[config.mk]
export PLATFORM = sky130hd
export DESIGN_NAME = msc_system_control
export DESIGN_NICKNAME = d
export VERILOG_FILES = /design/src/core/msc_pkg.sv /design/src/core/msc_system_control.sv /design/src/core/msc_irq_unit.sv
export SDC_FILE = /design/constraint.sdc
export NUM_CORES = 1
export LEC_CHECK = 0
export BUFFER_PORTS_ARGS = -buffer_cell sky130_fd_sc_hd__buf_2
export CAP_MARGIN = 20
export CORE_UTILIZATION = 51
export DETAILED_ROUTE_END_ITERATION = 10
export PLACE_DENSITY_LB_ADDON = 0.15
export SYNTH_ARGS = -nofsm -noshare
export SYNTH_HDL_FRONTEND = slang
export SYNTH_SLANG_ARGS = --single-unit
[constraint.sdc]
create_clock -name clk -period 2.6 [get_ports clk]
set_input_delay 0.39 -clock clk [delete_from_list [all_inputs] [get_ports clk]]
set_output_delay 0.39 -clock clk [all_outputs]
set_load 0.005 [all_outputs]
[src/core/msc_pkg.sv]
package msc_pkg;
    // ------------------------------------------------------------
    // widths
    // ------------------------------------------------------------
    localparam int ADDR_W = 4;
    localparam int DATA_W = 16;
    localparam int LINES  = 16;
    localparam int LINE_W = 4;
    localparam int EVT_W  = 3;
    localparam int CNT_W  = 7;

    // ------------------------------------------------------------
    // register offsets
    // ------------------------------------------------------------
    localparam logic [ADDR_W-1:0] OFF_SYS_CTRL   = 4'h0;
    localparam logic [ADDR_W-1:0] OFF_SEC_SEL    = 4'h1;
    localparam logic [ADDR_W-1:0] OFF_IRQ_STATUS = 4'h2;
    localparam logic [ADDR_W-1:0] OFF_IRQ_CLEAR  = 4'h3;
    localparam logic [ADDR_W-1:0] OFF_IRQ_ENABLE = 4'h4;

    // ------------------------------------------------------------
    // system control field positions
    // ------------------------------------------------------------
    localparam int B_GO       = 0;
    localparam int B_XA_LO    = 4;
    localparam int B_XA_HI    = 5;
    localparam int B_RX_IE    = 6;
    localparam int B_RX_FLAG  = 7;
    localparam int B_SVC_DONE = 8;
    localparam int B_MAINT_WE = 9;
    localparam int B_OVF_FLAG = 10;
    localparam int B_MCLR     = 11;
    localparam int B_OVF_IE   = 12;
    localparam int B_XS_IE    = 13;
    localparam int B_XS_FLAG  = 15;

    // ------------------------------------------------------------
    // reset values and masks
    // ------------------------------------------------------------
    localparam logic [DATA_W-1:0] SYS_CTRL_RESET = 16'h0000;
    localparam logic [DATA_W-1:0] MCLR_MASK      = 16'hbecf;
    localparam logic [DATA_W-1:0] READ_MASK      = 16'hbff1;
    localparam logic [LINE_W-1:0] SEC_SEL_RESET  = 4'h0;
    localparam logic [EVT_W-1:0]  IRQ_RESET      = 3'h0;

    // ------------------------------------------------------------
    // event indices and silo depth
    // ------------------------------------------------------------
    localparam int EV_RX  = 0;
    localparam int EV_OVF = 1;
    localparam int EV_XS  = 2;
    localparam logic [CNT_W-1:0] SILO_DEPTH = 7'h40;
endpackage : msc_pkg

[src/core/msc_system_control.sv]
// Contract
// RULE_01: microsequencer runs data handling only while bit 00 is one.
// RULE_02: bits 04-05 become address bits 16-17 of selected line's loaded address.
// RULE_03: software writes extended bits before loading the secondary address.
// RULE_04: reading bits 04-05 returns last written value, not per-line bits.
// RULE_05: bit 06 enables bit 07 onto a host interrupt.
// RULE_06: device sets bit 07 on reception; writable only while bit 09 is one.
// RULE_07: software reads interrupt character, may load control byte, then sets bit 08.
// RULE_08: writing one to bit 08 clears bit 07 and resumes servicing.
// RULE_09: bit 10 sets when transfer-status silo holds 64 unread entries.
// RULE_10: bit 10 interrupts only while bit 12 is one; both read/write.
// RULE_11: writing bit 11 clears listed bits and other registers, then self-clears.
// RULE_12: bit 15 interrupts only while bit 13 is one.
// RULE_13: bit 15 sets on transmit-interrupt status load, clears on status read.
// RULE_14: bits 07 and 15 are writable only while bit 09 is one.
// RULE_15: receive uses vector A; transfer-status and overflow use vector B.
// RULE_16: bus initialize clears all control and flag bits of this register.
// RULE_17: software selects the line by writing its number to select bits 00-03.
// RULE_18: interrupt requests are levels held while flag and enable are both one; irq holds sticky status until written to the clear offset.
// RULE_19: bit 14 ignores writes and reads as zero.
module msc_system_control (
    input  wire logic                       clk,
    input  wire logic                       reset_n,
    input  wire logic [msc_pkg::ADDR_W-1:0] regAddr,
    input  wire logic [msc_pkg::DATA_W-1:0] regWrData,
    input  wire logic                       regWrStrobe,
    input  wire logic                       regRdStrobe,
    output logic      [msc_pkg::DATA_W-1:0] regRdData,
    input  wire logic                       rxEvent,
    input  wire logic                       xsLoad,
    input  wire logic                       xsTxInt,
    input  wire logic                       xsRead,
    input  wire logic                       secAddrLoad,
    output logic                            seqRun,
    output logic                            serviceGo,
    output logic                            masterClear,
    output logic      [1:0]                 extAddrHi,
    output logic      [1:0]                 selLineExtAddr,
    output logic      [msc_pkg::LINE_W-1:0] selectedLine,
    output logic                            irqVectorA,
    output logic                            irqVectorB,
    output logic                            irq
);
    import msc_pkg::*;

    logic [DATA_W-1:0] scr_ff;
    logic [DATA_W-1:0] nxt_scr;
    logic              svcGo_ff;
    logic              nxt_svcGo;
    logic [LINE_W-1:0] secSel_ff;
    logic [LINE_W-1:0] nxt_secSel;
    logic [CNT_W-1:0]  siloCnt_ff;
    logic [CNT_W-1:0]  nxt_siloCnt;
    logic [DATA_W-1:0] rdData_ff;
    logic [DATA_W-1:0] nxt_rdData;
    logic [1:0]        lineXa_ff [LINES];
    logic [1:0]        nxt_lineXa [LINES];
    logic              scrWr;
    logic              rxSet;
    logic              xsSet;
    logic [EVT_W-1:0]  evtPulse;
    logic [EVT_W-1:0]  irqStatus;
    logic [EVT_W-1:0]  irqEnable;

    assign scrWr = regWrStrobe && (regAddr == OFF_SYS_CTRL);
    assign rxSet = rxEvent && scr_ff[B_GO];                   // RULE_01
    assign xsSet = xsLoad && xsTxInt && scr_ff[B_GO];         // RULE_01

    // ------------------------------------------------------------
    // system control register
    // ------------------------------------------------------------
    always_comb begin
        nxt_scr           = scr_ff;
        nxt_svcGo         = 1'b0;
        nxt_scr[B_MCLR]   = 1'b0;                             // RULE_11
        if (scrWr) begin
            nxt_scr[B_GO]             = regWrData[B_GO];
            nxt_scr[B_XA_HI:B_XA_LO]  = regWrData[B_XA_HI:B_XA_LO];   // RULE_04
            nxt_scr[B_RX_IE]          = regWrData[B_RX_IE];
            nxt_scr[B_SVC_DONE]       = regWrData[B_SVC_DONE];
            nxt_scr[B_MAINT_WE]       = regWrData[B_MAINT_WE];
            nxt_scr[B_OVF_FLAG]       = regWrData[B_OVF_FLAG];        // RULE_10
            nxt_scr[B_OVF_IE]         = regWrData[B_OVF_IE];          // RULE_10
            nxt_scr[B_XS_IE]          = regWrData[B_XS_IE];
            // bits 07 and 15 are status, so only the maintenance enable opens them
            if (scr_ff[B_MAINT_WE]) begin
                nxt_scr[B_RX_FLAG] = regWrData[B_RX_FLAG];            // RULE_14
                nxt_scr[B_XS_FLAG] = regWrData[B_XS_FLAG];            // RULE_14
            end
            if (regWrData[B_SVC_DONE]) begin
                nxt_scr[B_RX_FLAG] = 1'b0;                            // RULE_08
                nxt_svcGo          = 1'b1;                            // RULE_08
            end
            if (regWrData[B_MCLR]) begin
                nxt_scr         = nxt_scr & ~MCLR_MASK;               // RULE_11
                nxt_scr[B_MCLR] = 1'b1;
            end
        end
        if (xsRead) begin
            nxt_scr[B_XS_FLAG] = 1'b0;                                // RULE_13
        end
        // hardware sets come last so they win over any clear
        if (rxSet) begin
            nxt_scr[B_RX_FLAG] = 1'b1;                                // RULE_06
        end
        if (siloCnt_ff == SILO_DEPTH) begin
            nxt_scr[B_OVF_FLAG] = 1'b1;                               // RULE_09
        end
        if (xsSet) begin
            nxt_scr[B_XS_FLAG] = 1'b1;                                // RULE_13
        end
        nxt_scr = nxt_scr & READ_MASK;                                // RULE_19
    end

    always_ff @(posedge clk or negedge reset_n) begin
        if (!reset_n) begin
            scr_ff   <= SYS_CTRL_RESET;                               // RULE_16
            svcGo_ff <= 1'b0;
        end else begin
            scr_ff   <= nxt_scr;
            svcGo_ff <= nxt_svcGo;
        end
    end

    // ------------------------------------------------------------
    // transfer-status silo occupancy
    // ------------------------------------------------------------
    always_comb begin
        nxt_siloCnt = siloCnt_ff;
        if (xsLoad && !xsRead && siloCnt_ff != SILO_DEPTH) begin
            nxt_siloCnt = siloCnt_ff + 7'h01;                         // RULE_09
        end else if (xsRead && !xsLoad && siloCnt_ff != 7'h00) begin
            nxt_siloCnt = siloCnt_ff - 7'h01;
        end
    end

    always_ff @(posedge clk or negedge reset_n) begin
        if (!reset_n) begin
            siloCnt_ff <= 7'h00;
        end else begin
            siloCnt_ff <= nxt_siloCnt;
        end
    end

    // ------------------------------------------------------------
    // line select and per-line extended address bits
    // ------------------------------------------------------------
    always_comb begin
        nxt_secSel = secSel_ff;
        if (regWrStrobe && regAddr == OFF_SEC_SEL) begin
            nxt_secSel = regWrData[LINE_W-1:0];                       // RULE_17
        end
    end

    always_ff @(posedge clk or negedge reset_n) begin
        if (!reset_n) begin
            secSel_ff <= SEC_SEL_RESET;
        end else begin
            secSel_ff <= nxt_secSel;
        end
    end

    // bits are taken at the load, so a late write to 04-05 misses it
    for (genvar i = 0; i < LINES; i++) begin : g_line
        always_comb begin
            nxt_lineXa[i] = lineXa_ff[i];
            if (secAddrLoad && secSel_ff == LINE_W'(i)) begin
                nxt_lineXa[i] = scr_ff[B_XA_HI:B_XA_LO];              // RULE_02 RULE_03
            end
        end

        always_ff @(posedge clk or negedge reset_n) begin
            if (!reset_n) begin
                lineXa_ff[i] <= 2'h0;
            end else begin
                lineXa_ff[i] <= nxt_lineXa[i];
            end
        end
    end

    // ------------------------------------------------------------
    // read path
    // ------------------------------------------------------------
    always_comb begin
        nxt_rdData = 16'h0000;
        if (regRdStrobe) begin
            if (regAddr == OFF_SYS_CTRL) begin
                nxt_rdData = scr_ff & READ_MASK;                      // RULE_04 RULE_19
            end else if (regAddr == OFF_SEC_SEL) begin
                nxt_rdData = {12'h000, secSel_ff};
            end else if (regAddr == OFF_IRQ_STATUS) begin
                nxt_rdData = {13'h0, irqStatus};
            end else if (regAddr == OFF_IRQ_ENABLE) begin
                nxt_rdData = {13'h0, irqEnable};
            end else begin
                nxt_rdData = 16'h0000;
            end
        end
    end

    always_ff @(posedge clk or negedge reset_n) begin
        if (!reset_n) begin
            rdData_ff <= 16'h0000;
        end else begin
            rdData_ff <= nxt_rdData;
        end
    end

    // ------------------------------------------------------------
    // interrupt summary
    // ------------------------------------------------------------
    assign evtPulse[EV_RX]  = nxt_scr[B_RX_FLAG] && !scr_ff[B_RX_FLAG];
    assign evtPulse[EV_OVF] = nxt_scr[B_OVF_FLAG] && !scr_ff[B_OVF_FLAG];
    assign evtPulse[EV_XS]  = nxt_scr[B_XS_FLAG] && !scr_ff[B_XS_FLAG];

    msc_irq_unit u_irq (
        .clk      (clk),
        .reset_n  (reset_n),
        .evtPulse (evtPulse),
        .clrWr    (regWrStrobe && regAddr == OFF_IRQ_CLEAR),
        .enWr     (regWrStrobe && regAddr == OFF_IRQ_ENABLE),
        .wrBits   (regWrData[EVT_W-1:0]),
        .status   (irqStatus),
        .enable   (irqEnable),
        .irq      (irq)
    );

    assign irqVectorA = scr_ff[B_RX_FLAG] && scr_ff[B_RX_IE];         // RULE_05 RULE_15 RULE_18
    assign irqVectorB = (scr_ff[B_OVF_FLAG] && scr_ff[B_OVF_IE])      // RULE_10 RULE_15
                     || (scr_ff[B_XS_FLAG] && scr_ff[B_XS_IE]);       // RULE_12 RULE_18

    assign regRdData      = rdData_ff;
    assign seqRun         = scr_ff[B_GO];                             // RULE_01
    assign serviceGo      = svcGo_ff;
    assign masterClear    = scr_ff[B_MCLR];                           // RULE_11
    assign extAddrHi      = scr_ff[B_XA_HI:B_XA_LO];
    assign selLineExtAddr = lineXa_ff[secSel_ff];
    assign selectedLine   = secSel_ff;
endmodule : msc_system_control

[src/core/msc_irq_unit.sv]
module msc_irq_unit (
    input  wire logic                      clk,
    input  wire logic                      reset_n,
    input  wire logic [msc_pkg::EVT_W-1:0] evtPulse,
    input  wire logic                      clrWr,
    input  wire logic                      enWr,
    input  wire logic [msc_pkg::EVT_W-1:0] wrBits,
    output logic      [msc_pkg::EVT_W-1:0] status,
    output logic      [msc_pkg::EVT_W-1:0] enable,
    output logic                           irq
);
    import msc_pkg::*;

    logic [EVT_W-1:0] status_ff;
    logic [EVT_W-1:0] enable_ff;
    logic [EVT_W-1:0] nxt_status;
    logic [EVT_W-1:0] nxt_enable;

    // ------------------------------------------------------------
    // sticky bits, set beats clear in the same cycle
    // ------------------------------------------------------------
    for (genvar i = 0; i < EVT_W; i++) begin : g_bit
        always_comb begin
            nxt_status[i] = status_ff[i];
            nxt_enable[i] = enable_ff[i];
            if (clrWr && wrBits[i]) begin
                nxt_status[i] = 1'b0;
            end
            if (evtPulse[i]) begin
                nxt_status[i] = 1'b1;
            end
            if (enWr) begin
                nxt_enable[i] = wrBits[i];
            end
        end
    end

    always_ff @(posedge clk or negedge reset_n) begin
        if (!reset_n) begin
            status_ff <= IRQ_RESET;
            enable_ff <= IRQ_RESET;
        end else begin
            status_ff <= nxt_status;
            enable_ff <= nxt_enable;
        end
    end

    assign status = status_ff;
    assign enable = enable_ff;
    assign irq    = |(status_ff & enable_ff);
endmodule : msc_irq_unit

# After elaboration in Yosys (flattened, before gate mapping)
# Cells that the tools add are included.
dict set report totals {
  out_inout_bits 30
  mem_bits_ro 0
  ramBits 0
  n_memories 0
  elab_cells 129
  input_bits 29
  ff_bits 78
  latch_bits 0
}
dict set report classes {
  div 0
  mux 27
  n_reduce_logical 50
  n_addsub 2
  eq_ne 21
  order_cmp 1
  shift 0
  n_mul 0
  bitwise_logic 2
}
# operator count
set ops {}
lappend ops {{$mux 16} 4}
lappend ops {{$logic_and 1x1->1} 36}
lappend ops {{$eq 4x4->1 const B} 8}
lappend ops {{$eq 4x3->1 const B} 5}
lappend ops {{$eq 4x2->1 const B} 4}
lappend ops {{$mux 1} 15}
lappend ops {{$mux 7} 2}
lappend ops {{$bmux 2 s4} 1}
lappend ops {{$eq 4x1->1 const B} 2}
lappend ops {{$logic_not 4->1} 2}
lappend ops {{$reduce_bool 2->1} 4}
lappend ops {{$add 7x1->7 const B} 1}
lappend ops {{$eq 7x7->1 const B} 1}
lappend ops {{$ne 7x7->1 const B} 1}
lappend ops {{$reduce_bool 7->1} 1}
lappend ops {{$sub 7x1->7 const B} 1}
lappend ops {{$mux 3} 2}
lappend ops {{$ge 5x5->1 const B} 1}
lappend ops {{$logic_not 1->1} 5}
lappend ops {{$not 4->5} 1}
lappend ops {{$mux 2} 2}
lappend ops {{$mux 4} 1}
lappend ops {{$and 3x3->3} 1}
lappend ops {{$reduce_or 3->1} 1}
lappend ops {{$logic_or 1x1->1} 1}

# Longest topological paths before layout
# Gate-level depths: netlist of run 1.
dict set report depth {
  word_depth 8
  mapped_depth 8
}

# Cells and area by module
# A second synthesis of run 1 with hierarchy kept.
dict set report hier_totals {
  cells_unflattened 306
  hier_area_um2 3724.8
}
# mod seq_area_each_um2 area_each_um2 cells_each n_inst
set by_module_without_submodules {}
lappend by_module_without_submodules {msc_system_control 1776.7 3492.1 289 1}
lappend by_module_without_submodules {msc_irq_unit 150.1 232.7 17 1}

# Worst setup path before layout of run 1
# Ideal clock, no wire load.
dict set report synth_path {
  path_type {reg-to-reg}
  start {register siloCnt_ff[0]}
  end {register siloCnt_ff[5]}
  stages_incl_launch_ff 9
  setup_slack_ps -17
  path_buffers 0
  setup_ps 125
  t_arrival_ps 2492
  period_less_slack_ps 2617
  path_cell_list {dfrtp_1 > nor4_2 > nand3_2 > nand2_1 > ha_1 > a211oi_1 > nor3_1 > or3b_2 > mux2_2}
}
dict set report synth_between {
  elab_chain_len 3
}
# element line
set synth_lines {}
lappend synth_lines {{from (decl)} msc_system_control.sv:52} ;# logic [CNT_W-1:0] siloCnt_ff;
lappend synth_lines {{from (signal assigned)} msc_system_control.sv:141} ;# siloCnt_ff <= nxt_siloCnt;
lappend synth_lines {{$sub 7x1->7, or another cell as far along} msc_system_control.sv:133} ;# nxt_siloCnt = siloCnt_ff - 7'h01;
lappend synth_lines {{$mux 7, or another cell as far along} msc_system_control.sv:132} ;# end else if (xsRead && !xsLoad && siloCnt_ff != 7'h00) begin
lappend synth_lines {{$mux 7 / $reduce_bool 2->1 (equally long branches)} n/a}
# Parallel ways exist; a longest one is shown, timed or not. The select of a mux whose other input is x is not followed.
# A chain may end at the register's enable or synchronous reset.

# Worst setup path in the final report of run 1
dict set report layout_path {
  start {register secSel_ff[0], in the netlist selectedLine[0]}
  end {output port selLineExtAddr[0]}
}
dict set report layout_between {
  elab_chain_len 4
}
# element line
set layout_lines {}
lappend layout_lines {{from (decl)} msc_system_control.sv:50} ;# logic [LINE_W-1:0] secSel_ff;
lappend layout_lines {{from (signal assigned)} msc_system_control.sv:159} ;# secSel_ff <= nxt_secSel;
lappend layout_lines {{$not 4->5 (implied by the code)} msc_system_control.sv:237} ;# assign selLineExtAddr = lineXa_ff[secSel_ff];
lappend layout_lines {{$bmux 2 s4} msc_system_control.sv:237}
lappend layout_lines {{$mux 2 (implied by the code) (2 in a row)} msc_system_control.sv:237}
lappend layout_lines {{to (decl)} msc_system_control.sv:38} ;# output logic [1:0] selLineExtAddr,
# No other way between the ends. The select of a mux whose other input is x is not followed.

==> results of run 1 <==
==> timing repair <==
item	4_1_cts	5_1_grt
setup endpoints to repair	2	4
setup buffers	0	0
gates resized for setup	1	8
gates cloned	0	0
==> sequential cells by signal, indices dropped and copies added, names as in the netlist <==
signal,cells
u_irq.enable,3
lineXa_ff,32
selectedLine,4
scr_ff,12
u_irq.status,3
serviceGo,1
siloCnt_ff,7
regRdData,15
==> critical path: stages (launching register included) <==
cell and delay (ns):
dfrtp_4 0.56, mux4_1 0.60, mux4_2 0.46, buf_2 0.14
==> per-stage QoR <==
stage	area, um^2	hold slack (ns)	power (mW)	setup TNS [ns]
floorplan	3761	0.09441	2.715	0
global placement	4187	0.4524	3.051	0
detailed placement	4187	0.4703	3.100	0
CTS	4428	0.2220	4.192	0
global route	4454	0.2274	4.474	-0.01145
finish	4454	0.2026	4.200	0
==> cell type report <==
type	instances	area [um^2]	share of cell area, %
repair buffers	69	380.4	8.539
flip-flops and latches	77	1931	43.34
multi-input cells	202	1749	39.27
well taps	96	120.1	2.697
clock buffers	12	145.1	3.258
inverters	9	33.78	0.7584
clock inverters	4	95.09	2.135
==> logic make-up after synthesis <==
family	Yosys count
AND/OR/NAND/NOR	95
flip-flops	77
multiplexers	57
AO/OA/AOI/OAI	38
buffers and inverters	21
adder cells (fa/ha/maj)	7
XOR/XNOR	4
other	1
==> layer usage <==
| layer | GRT usage [%] | vias to the layer above | wire [um] |
|---|---|---|---|
| met2 | 32.49 | 48 | 3519 |
| met5 | 0 | - | 0 |
| met4 | 4.918 | 0 | 55 |
| met3 | 6.126 | 8 | 350 |
| met1 | 29.17 | 1290 | 3493 |
| li1 | - | 1222 | - |
==> report_power, final <==
part | internal, mW | switching, mW | leakage, nW
Sequential | 1.54 | 0.312 | 1.00
Clock | 0.663 | 0.413 | 0.121
Combinational | 0.758 | 0.515 | 1.03
Total | 2.96 | 1.24 | 2.15
==> path summary, 6_finish.rpt <==
| check | depth (start not counted) | to | slack [ns] |
|---|---|---|---|
| max | 3 | selLineExtAddr[0] | 0.10 |
| min | 1 | lineXa_ff[31] | 0.20 |
| max reg2reg | 9 | siloCnt_ff[5] | 0.14 |
| min reg2reg | 1 | scr_ff[8] | 0.49 |
| max in group asynchronous | 1 | selectedLine[0] | 1.68 |
| min in group clk | 3 | scr_ff[5] | 0.24 |
==> cell usage in the layout, fill, tap and decap left out, drive strengths merged, types with 3 or more instances in the layout <==
cell type  count
mux2          45
nor3           3
and3           3
or3            4
nor2          14
nand2b         4
buf           69
clkbuf        12
o21ai         10
nor2b          8
bufinv         3
inv            9
and2          13
a22o           4
nand3          7
a22oi          6
mux4          10
nand3b         5
ha             6
nand2         26
dfrtp         77
==> impl_metrics.json, run 1 <==
{
  "drt_iter0_markers": 88,
  "drv_cap": 0,
  "layout_setup_ws_ns": 0.1003,
  "nets": 404,
  "crit_required_ns": 2.21,
  "finalWirelength_mm": 7.418,
  "core_area_mm2": 0.006944,
  "grt_pass1_wl_mm": 12.21,
  "dr.pass1.iters": 4,
  "die_w_um": 87.78,
  "hold_viol_final": 0,
  "crit_start": "selectedLine[0]",
  "grt_overflow_total": 0,
  "vias": 2568,
  "die-area_mm2": 0.007704,
  "synth_area_mm2": 0.003752,
  "setup_viol": 0,
  "ir_drop_uv": 588.5,
  "syn-num-nets": 336,
  "cts_max_path_buffers": 2,
  "synth-simple-area-share_pct": 13.70,
  "min_period_ns": 2.500,
  "setup.worst_path.end_class": "output pin",
  "io_buffers": 56,
  "arrival_ns": 2.11,
  "rsz0062_at_grt": "true",
  "die_y_um": 87.78,
  "antenna_found_initial": 0,
  "cts_tree": "yes",
  "worstMarginPinSlew_ns": 0.9575,
  "grt_pass1_vias": 2440,
  "cp_max_fo": 14,
  "postRouteAntennaNets": 0,
  "yosysWarnings": 0,
  "synthMuxAreaShare_pct": 20.44,
  "synth_area_leaders": "dfrtp_1, mux2_2, mux4_2",
  "layout.cells.non_filler": 469,
  "yosys.area_share.xor_xnor_pct": 0.9336,
  "reg2reg_from": "siloCnt_ff[1]",
  "numCtsBuffers": 9,
  "rows": 30,
  "synth_top_family_by_area": "multiplexers",
  "ctsHtreeMaxLevel": 3,
  "viasPerCell": 5.475,
  "leakagePower_nw": 2.147,
  "ys_seq_area_share_pct": 51.35,
  "drc_errors": 0,
  "utilization_pct": 64.14,
  "synth_compound_area_share_pct": 8.036,
  "finalClockSkew_ns": 0.006146,
  "synth_top_area_share_pct": 51.35,
  "cts.sinks": 77,
  "fmax_mhz": 400.1,
  "startpoint_type": "flop",
  "synth_top_area_cell": "dfrtp_1",
  "place_inst": 453,
  "n_antenna_cell": 0,
  "synth-async-reset-ratio_pct": 100.0,
  "path_clk_slew_ns": 0.07,
  "synthTopCellsByCount": "dfrtp_1, mux2_2, nand2_1",
  "layout-drive-gt1-share_pct": 38.87,
  "critical_path_class": "flop to output pin",
  "routedWlPerCell_um": 15.82,
  "syn_area_per_cell_um2": 12.51,
  "ios": 59,
  "clk_latency_ns": 0.34,
  "ys.flop_type": "dfrtp_1",
  "status": "finished, final reports clean",
  "ys_types": 51,
  "cts_root_buf": "clkbuf_8",
  "maxSlewViolCount": 0,
  "gp_congestion": 0.8115,
  "synth_most_common_cell": "dfrtp_1",
  "holdBufCountCts": 0,
  "place_ws_ns": 0.05000,
  "synthCells": 300,
  "dp_hpwl_mm": 5.233,
  "ys_ff_latch": 77,
  "hp-class": "input port to async pin",
  "grt_usage_pct": 20.94,
  "start_util_pct": 54.04,
  "area_growth_pct": 18.71,
  "period_share_pct": 96.14,
  "synth-adder-area-share_pct": 2.534,
  "synth-edff-count": 0,
  "slew_headroom_pct": 36.16,
  "fillers": 546,
  "grt_max_degree": 78,
  "p_per_area_mw_per_mm2": 942.8
}
No activity file was read; power rests on OpenSTA's default activity.
==> run 2: changes to the inputs <==
- BUFFER_PORTS_ARGS: -buffer_cell sky130_fd_sc_hd__buf_2 -> not set
- CORE_UTILIZATION: 51 -> 57
- DONT_BUFFER_PORTS: not set -> 1
==> run 2 against run 1 <==
Effect of this change: clock skew is 0.00050 ns lower; sequential share of layout area increased by 3.1 points; utilization increased by 1.2 points; clock-buffer cell count decreased by 1; combinational power shrank 7%; final area decreased by 6.8%; non-clock buffer count is 55 lower; final cell count down 16%; wire length decreased by 5.8%; power decreased by 4.2%; critical path type is now flop to flop; largest power group unchanged.
==> impl_metrics.json, run 2 (synthesis gave the netlist of run 1 again) <==
{
  "rsz0062_at_grt": "false",
  "core_area_mm2": 0.006350,
  "layout_common_cells": "dfrtp_1, mux2_2, nand2_1",
  "layout-drive-gt1-share_pct": 27.04,
  "dp_hpwl_mm": 4.952,
  "layout_setup_ws_ns": 0.1956,
  "finalWirelength_mm": 6.989,
  "grt_usage_pct": 21.94,
  "gp_congestion": 0.8209,
  "whs_ns": 0.1578,
  "met1Wirelength_mm": 3.289,
  "wl_met2_mm": 3.267,
  "vias": 2314,
  "cts_tree": "yes",
  "route.met3.wl_um": 307,
  "die_y_um": 83.14,
  "period_share_pct": 92.48,
  "die-area_mm2": 0.006911,
  "min_period_ns": 2.404,
  "place_inst": 377,
  "clk_latency_ns": 0.33,
  "postCtsSetupBuffers": 0,
  "largest_reg_flops": 32,
  "finalClockSkew_ns": 0.005645,
  "placed_area_mm2": 0.003872,
  "grt_pass1_vias": 2324,
  "p_per_area_mw_per_mm2": 968.9,
  "grt_max_degree": 78,
  "cts_root_buf": "clkbuf_8",
  "numCtsBuffers": 9,
  "place_ws_ns": 0.04443,
  "status": "finished, final reports clean",
  "die_w_um": 83.14,
  "ctsHtreeMaxLevel": 3,
  "grt_pass1_wl_mm": 11.71,
  "drv_cap": 0,
  "viasPerCell": 5.858,
  "rows": 29,
  "n_antenna_cell": 0,
  "ir_drop_uv": 507.7,
  "drc_errors": 0,
  "nets": 349,
  "arrival_ns": 2.63,
  "hold_viol_final": 0,
  "startpoint_type": "flop",
  "start_util_pct": 59.09,
  "hp-class": "input port to flop",
  "cp_max_fo": 5,
  "path_clk_slew_ns": 0.08,
  "dr.pass1.iters": 5,
  "layout.cells.non_filler": 395,
  "topRoutingLayerUsed": "met4",
  "setup.worst_path.end_class": "flop",
  "io_buffers": 0,
  "slew_headroom_pct": 58.44,
  "setup_tns_ns": 0,
  "grt_overflow_total": 0,
  "area_growth_pct": 10.64,
  "ios": 59,
  "leakagePower_nw": 1.901,
  "routedWlPerCell_um": 17.69,
  "cts.sinks": 77,
  "maxSlewViolCount": 0,
  "antenna_found_initial": 0,
  "worstMarginPinSlew_ns": 0.6234,
  "crit_required_ns": 2.83,
  "critical_path_class": "flop to flop",
  "setup_viol": 0,
  "cts_max_path_buffers": 2,
  "fmax_mhz": 415.9,
  "postRouteAntennaNets": 0,
  "regMostFlops": "lineXa_ff",
  "layout_commonest_cell": "dfrtp_1",
  "drt_iter0_markers": 118,
  "final_area_mm2": 0.004151
}
[run 2: changes by cell type in the layout (fill, tap and decap cells not counted), moves of 2 or more]
cell and delta:
buf_2 -55, buf_4 -2, clkbuf_1 -2, clkinv_4 +2
[run 2: routing by layer]
metal  up-vias  GRT usage [%]
met5         -              0
met4         0          10.19
met3        12          5.368
met2        50          32.56
met1      1142          30.62
li1       1110              -
[run 2: layout make-up]
cell class,instances,area (um^2)
inverters,9,33.78
clock inverters,5,82.58
well taps,77,96.34
flip-flops and latches,77,1927
repair buffers,14,127.6
fillers,458,2198
clock buffers,11,151.4
multi-input cells,202,1733
[run 2: power by group]
part	switching, mW	internal [mW]
sequential	0.299	1.54
clock	0.415	0.595
combinational	0.481	0.697
total	1.20	2.83
[run 2: repair_timing]
item,CTS,global route
endpoints found under the setup margin,0,1
endpoints found under the hold margin,77,0
resized for setup,0,2
hold buffers,2,0
[run 2: worst paths after layout]
| path | from | endpoint | slack [ns] | cells after the start |
|---|---|---|---|---|
| min in group asynchronous | reset_n | regRdData[5] | 0.61 | 2 |
| worst min-delay path | regWrData[5] | scr_ff[5] | 0.16 | 2 |
| worst max register to register | siloCnt_ff[1] | siloCnt_ff[5] | 0.20 | 8 |
| worst min register to register | scr_ff[8] | scr_ff[8] | 0.47 | 1 |
| worst max-delay path | siloCnt_ff[1] | siloCnt_ff[5] | 0.20 | 8 |
| max in group asynchronous | reset_n | u_irq.enable[0] | 1.70 | 2 |
[run 2: worst max-delay path, cell delays in order (launching register included)]
cell and delay [ns]:
dfrtp_1 0.41, nor4_4 0.32, nand3_2 0.12, nand2_2 0.13
ha_1 0.27, a211oi_2 0.26, nor3_1 0.08, or3b_2 0.44
mux2_2 0.26
[run 2: metrics by stage]
step	total power [mW]	utilization [%]
after floorplan	2.715	-
after CTS	4.047	65.26
after global placement	2.957	60.99
after global routing	4.285	65.38
final	4.023	65.38
after detailed placement	2.999	60.99
==> run 3: changes to the inputs <==
- SYNTH_HIERARCHICAL: not set -> 1
- TNS_END_PERCENT: not set -> 20
==> run 3 against run 2 <==
Effect of this change: the run now ends with setup timing left; maximum frequency decreased by 9.8%; critical path depth increased by 4; final area increased by 0.72%; clock-buffer cell count decreased by 2; non-clock buffer count increased by 11; combinational power about the same; register-to-register slack got worse by 0.26 ns; clock skew increased by 0.0033 ns; highest routed layer unchanged.
==> impl_metrics.json, run 3 <==
{
  "arrival_ns": 2.89,
  "slowest_delay_ns": 0.56,
  "critPathBufInv": 7,
  "startpoint_type": "flop",
  "rows": 29,
  "io_buffers": 0,
  "setup_viol": 6,
  "nets": 361,
  "yosysWarnings": 6,
  "layout_common_cells": "dfrtp_1, mux2_2, buf_4",
  "synth-async-reset-ratio_pct": 100.0,
  "multiInputGateArea_mm2": 0.001740,
  "die_w_um": 82.84,
  "synth_top_area_cell": "dfrtp_1",
  "cts.sinks": 77,
  "layout_commonest_cell": "dfrtp_1",
  "gp_congestion": 0.7889,
  "cts_root_buf": "clkbuf_8",
  "utilization_pct": 66.23,
  "cts_max_path_buffers": 2,
  "critPathTopFamily": "simple AND/OR/NAND/NOR gates",
  "start_util_pct": 59.00,
  "fmax_mhz": 375.0,
  "area_growth_pct": 12.26,
  "hold_viol_final": 0,
  "fillers": 486,
  "ir_drop_uv": 465.1,
  "worstMarginPinSlew_ns": 0.6332,
  "finalWirelength_mm": 7.214,
  "antenna_found_initial": 0,
  "grt_usage_pct": 22.18,
  "layout_setup_ws_ns": -0.06684,
  "path_common_cell": "buf_4",
  "n_antenna_cell": 0,
  "grt_max_degree": 78,
  "grt_pass1_vias": 2503,
  "grt_pass1_wl_mm": 11.91,
  "min_period_ns": 2.667,
  "cp_max_fo": 6,
  "leakagePower_nw": 1.880,
  "dp_hpwl_mm": 4.953,
  "period_share_pct": 102.6,
  "violations": "setup timing",
  "path_cells": "or4_4 -> nor3_4 -> buf_4 -> buf_4 -> buf_4 -> buf_4 -> buf_4 -> buf_4 -> buf_4 -> a21oi_1 -> a31oi_4 -> mux2_2",
  "ios": 59,
  "drc_errors": 0,
  "synth-edff-count": 0,
  "place_inst": 383,
  "setup_tns_ns": -0.3825,
  "rsz0062_at_grt": "true",
  "synth_area_leaders": "dfrtp_1, mux2_2, mux4_2",
  "place_ws_ns": -0.1234,
  "p_per_area_mw_per_mm2": 943.1,
  "routedWlPerCell_um": 17.77,
  "die_y_um": 82.84,
  "maxSlewViolCount": 0,
  "ys_seq_area_share_pct": 51.73,
  "hp-class": "input port to flop",
  "finalClockSkew_ns": 0.008951,
  "clk_latency_ns": 0.34,
  "regArea_mm2": 0.001928,
  "numCtsBuffers": 9,
  "critical_path_class": "flop to flop",
  "status": "finished, violations left",
  "vias": 2419,
  "grt_overflow_total": 0,
  "setup.worst_path.end_class": "flop",
  "slew_headroom_pct": 57.79,
  "regToRegSetupSlack_ns": -0.07,
  "die-area_mm2": 0.006862,
  "path_depth": 12,
  "layout.cells.non_filler": 406,
  "whs_path_depth": 1,
  "synthTopCellsByCount": "dfrtp_1, mux2_2, nand2_1",
  "drt_iter0_markers": 143,
  "drv_cap": 0,
  "synth_most_common_cell": "dfrtp_1",
  "synth_area_mm2": 0.003725,
  "regMostFlops": "lineXa_ff",
  "synthCells": 306,
  "ctsHtreeMaxLevel": 3,
  "ys_types": 50,
  "worstRegToRegCells": 12,
  "syn_area_per_cell_um2": 12.17,
  "slowest_stage": "or4_4",
  "syn-num-nets": 342,
  "dr.pass1.iters": 5,
  "layout-drive-gt1-share_pct": 31.91,
  "crit_required_ns": 2.83,
  "core_area_mm2": 0.006314,
  "viasPerCell": 5.958,
  "synth_top_area_share_pct": 51.73,
  "ys_ff_latch": 77,
  "largest_reg_flops": 32,
  "cts_tree": "yes",
  "ys.flop_type": "dfrtp_1",
  "postRouteAntennaNets": 0,
  "path_clk_slew_ns": 0.07
}
run 3: worst paths after layout:
check,from,to
max,siloCnt_ff[3],siloCnt_ff[2]
min,regAddr[1],regRdData[3]
max reg2reg,siloCnt_ff[3],siloCnt_ff[2]
min reg2reg,scr_ff[8],scr_ff[8]
max in group asynchronous,reset_n,selectedLine[0]
min in group asynchronous,reset_n,regRdData[6]
run 3: worst register-to-register path, stage by stage (launching register included):
cell and delay [ns]:
dfrtp_1 0.40, or4_4 0.56, nor3_4 0.17, buf_4 0.14, buf_4 0.09, buf_4 0.09
buf_4 0.09, buf_4 0.09, buf_4 0.09, buf_4 0.10, a21oi_1 0.09, a31oi_4 0.29
mux2_2 0.37
run 3: metal layers:
layer	routed length [um]	global-route usage, %
met1	3166	28.56
met2	3537	35.32
met3	432	7.256
met4	78	7.994
met5	0	0
run 3: cells by family after synthesis:
logic type	share of synthesized area [%]
xor gates and xnor gates	1.176
and+or+nand+nor	13.91
adders and majority gates	2.553
other	0.1007
muxes	20.22
DFF	51.73
buffers and inverters	2.587
AOI/OAI and AO/OA	7.726
run 3: cell type report:
| type | instances | share of cell area, % |
|---|---|---|
| multi-input cells | 207 | 41.62 |
| repair buffers | 25 | 5.027 |
| well taps | 77 | 2.304 |
| clock inverters | 6 | 1.526 |
| clock buffers | 9 | 2.962 |
| inverters | 5 | 0.4488 |
| flip-flops and latches | 77 | 46.11 |
run 3: timing repair:
| action | in CTS | in global routing |
|---|---|---|
| gates resized for setup | 2 | 2 |
| buffers inserted | 6 | 0 |
| setup endpoints to repair | 4 | 6 |
| hold buffers | 2 | 0 |
| pin swaps | 4 | 0 |
| hold endpoints to repair | 77 | 0 |
run 3: where the power goes:
part	switching, mW	internal [mW]	leakage, nW	total, mW
clock network	0.433	0.438	0.0915	0.871
registers	0.337	1.53	0.996	1.86
logic	0.459	0.751	0.792	1.21
total	1.23	2.71	1.88	3.94
run 3: stage by stage:
| stage | power (mW) | hold slack, ns | area (um^2) |
|---|---|---|---|
| 2_1_floorplan | 2.684 | 0.09441 | 3750 |
| 3_3_place_gp | 2.964 | 0.09578 | 3896 |
| 3_5_place_dp | 3.021 | 0.09579 | 3896 |
| 4_1_cts | 3.947 | 0.1018 | 4172 |
| 5_1_grt | 4.180 | 0.09495 | 4182 |
| 6_report | 3.943 | 0.1172 | 4182 |
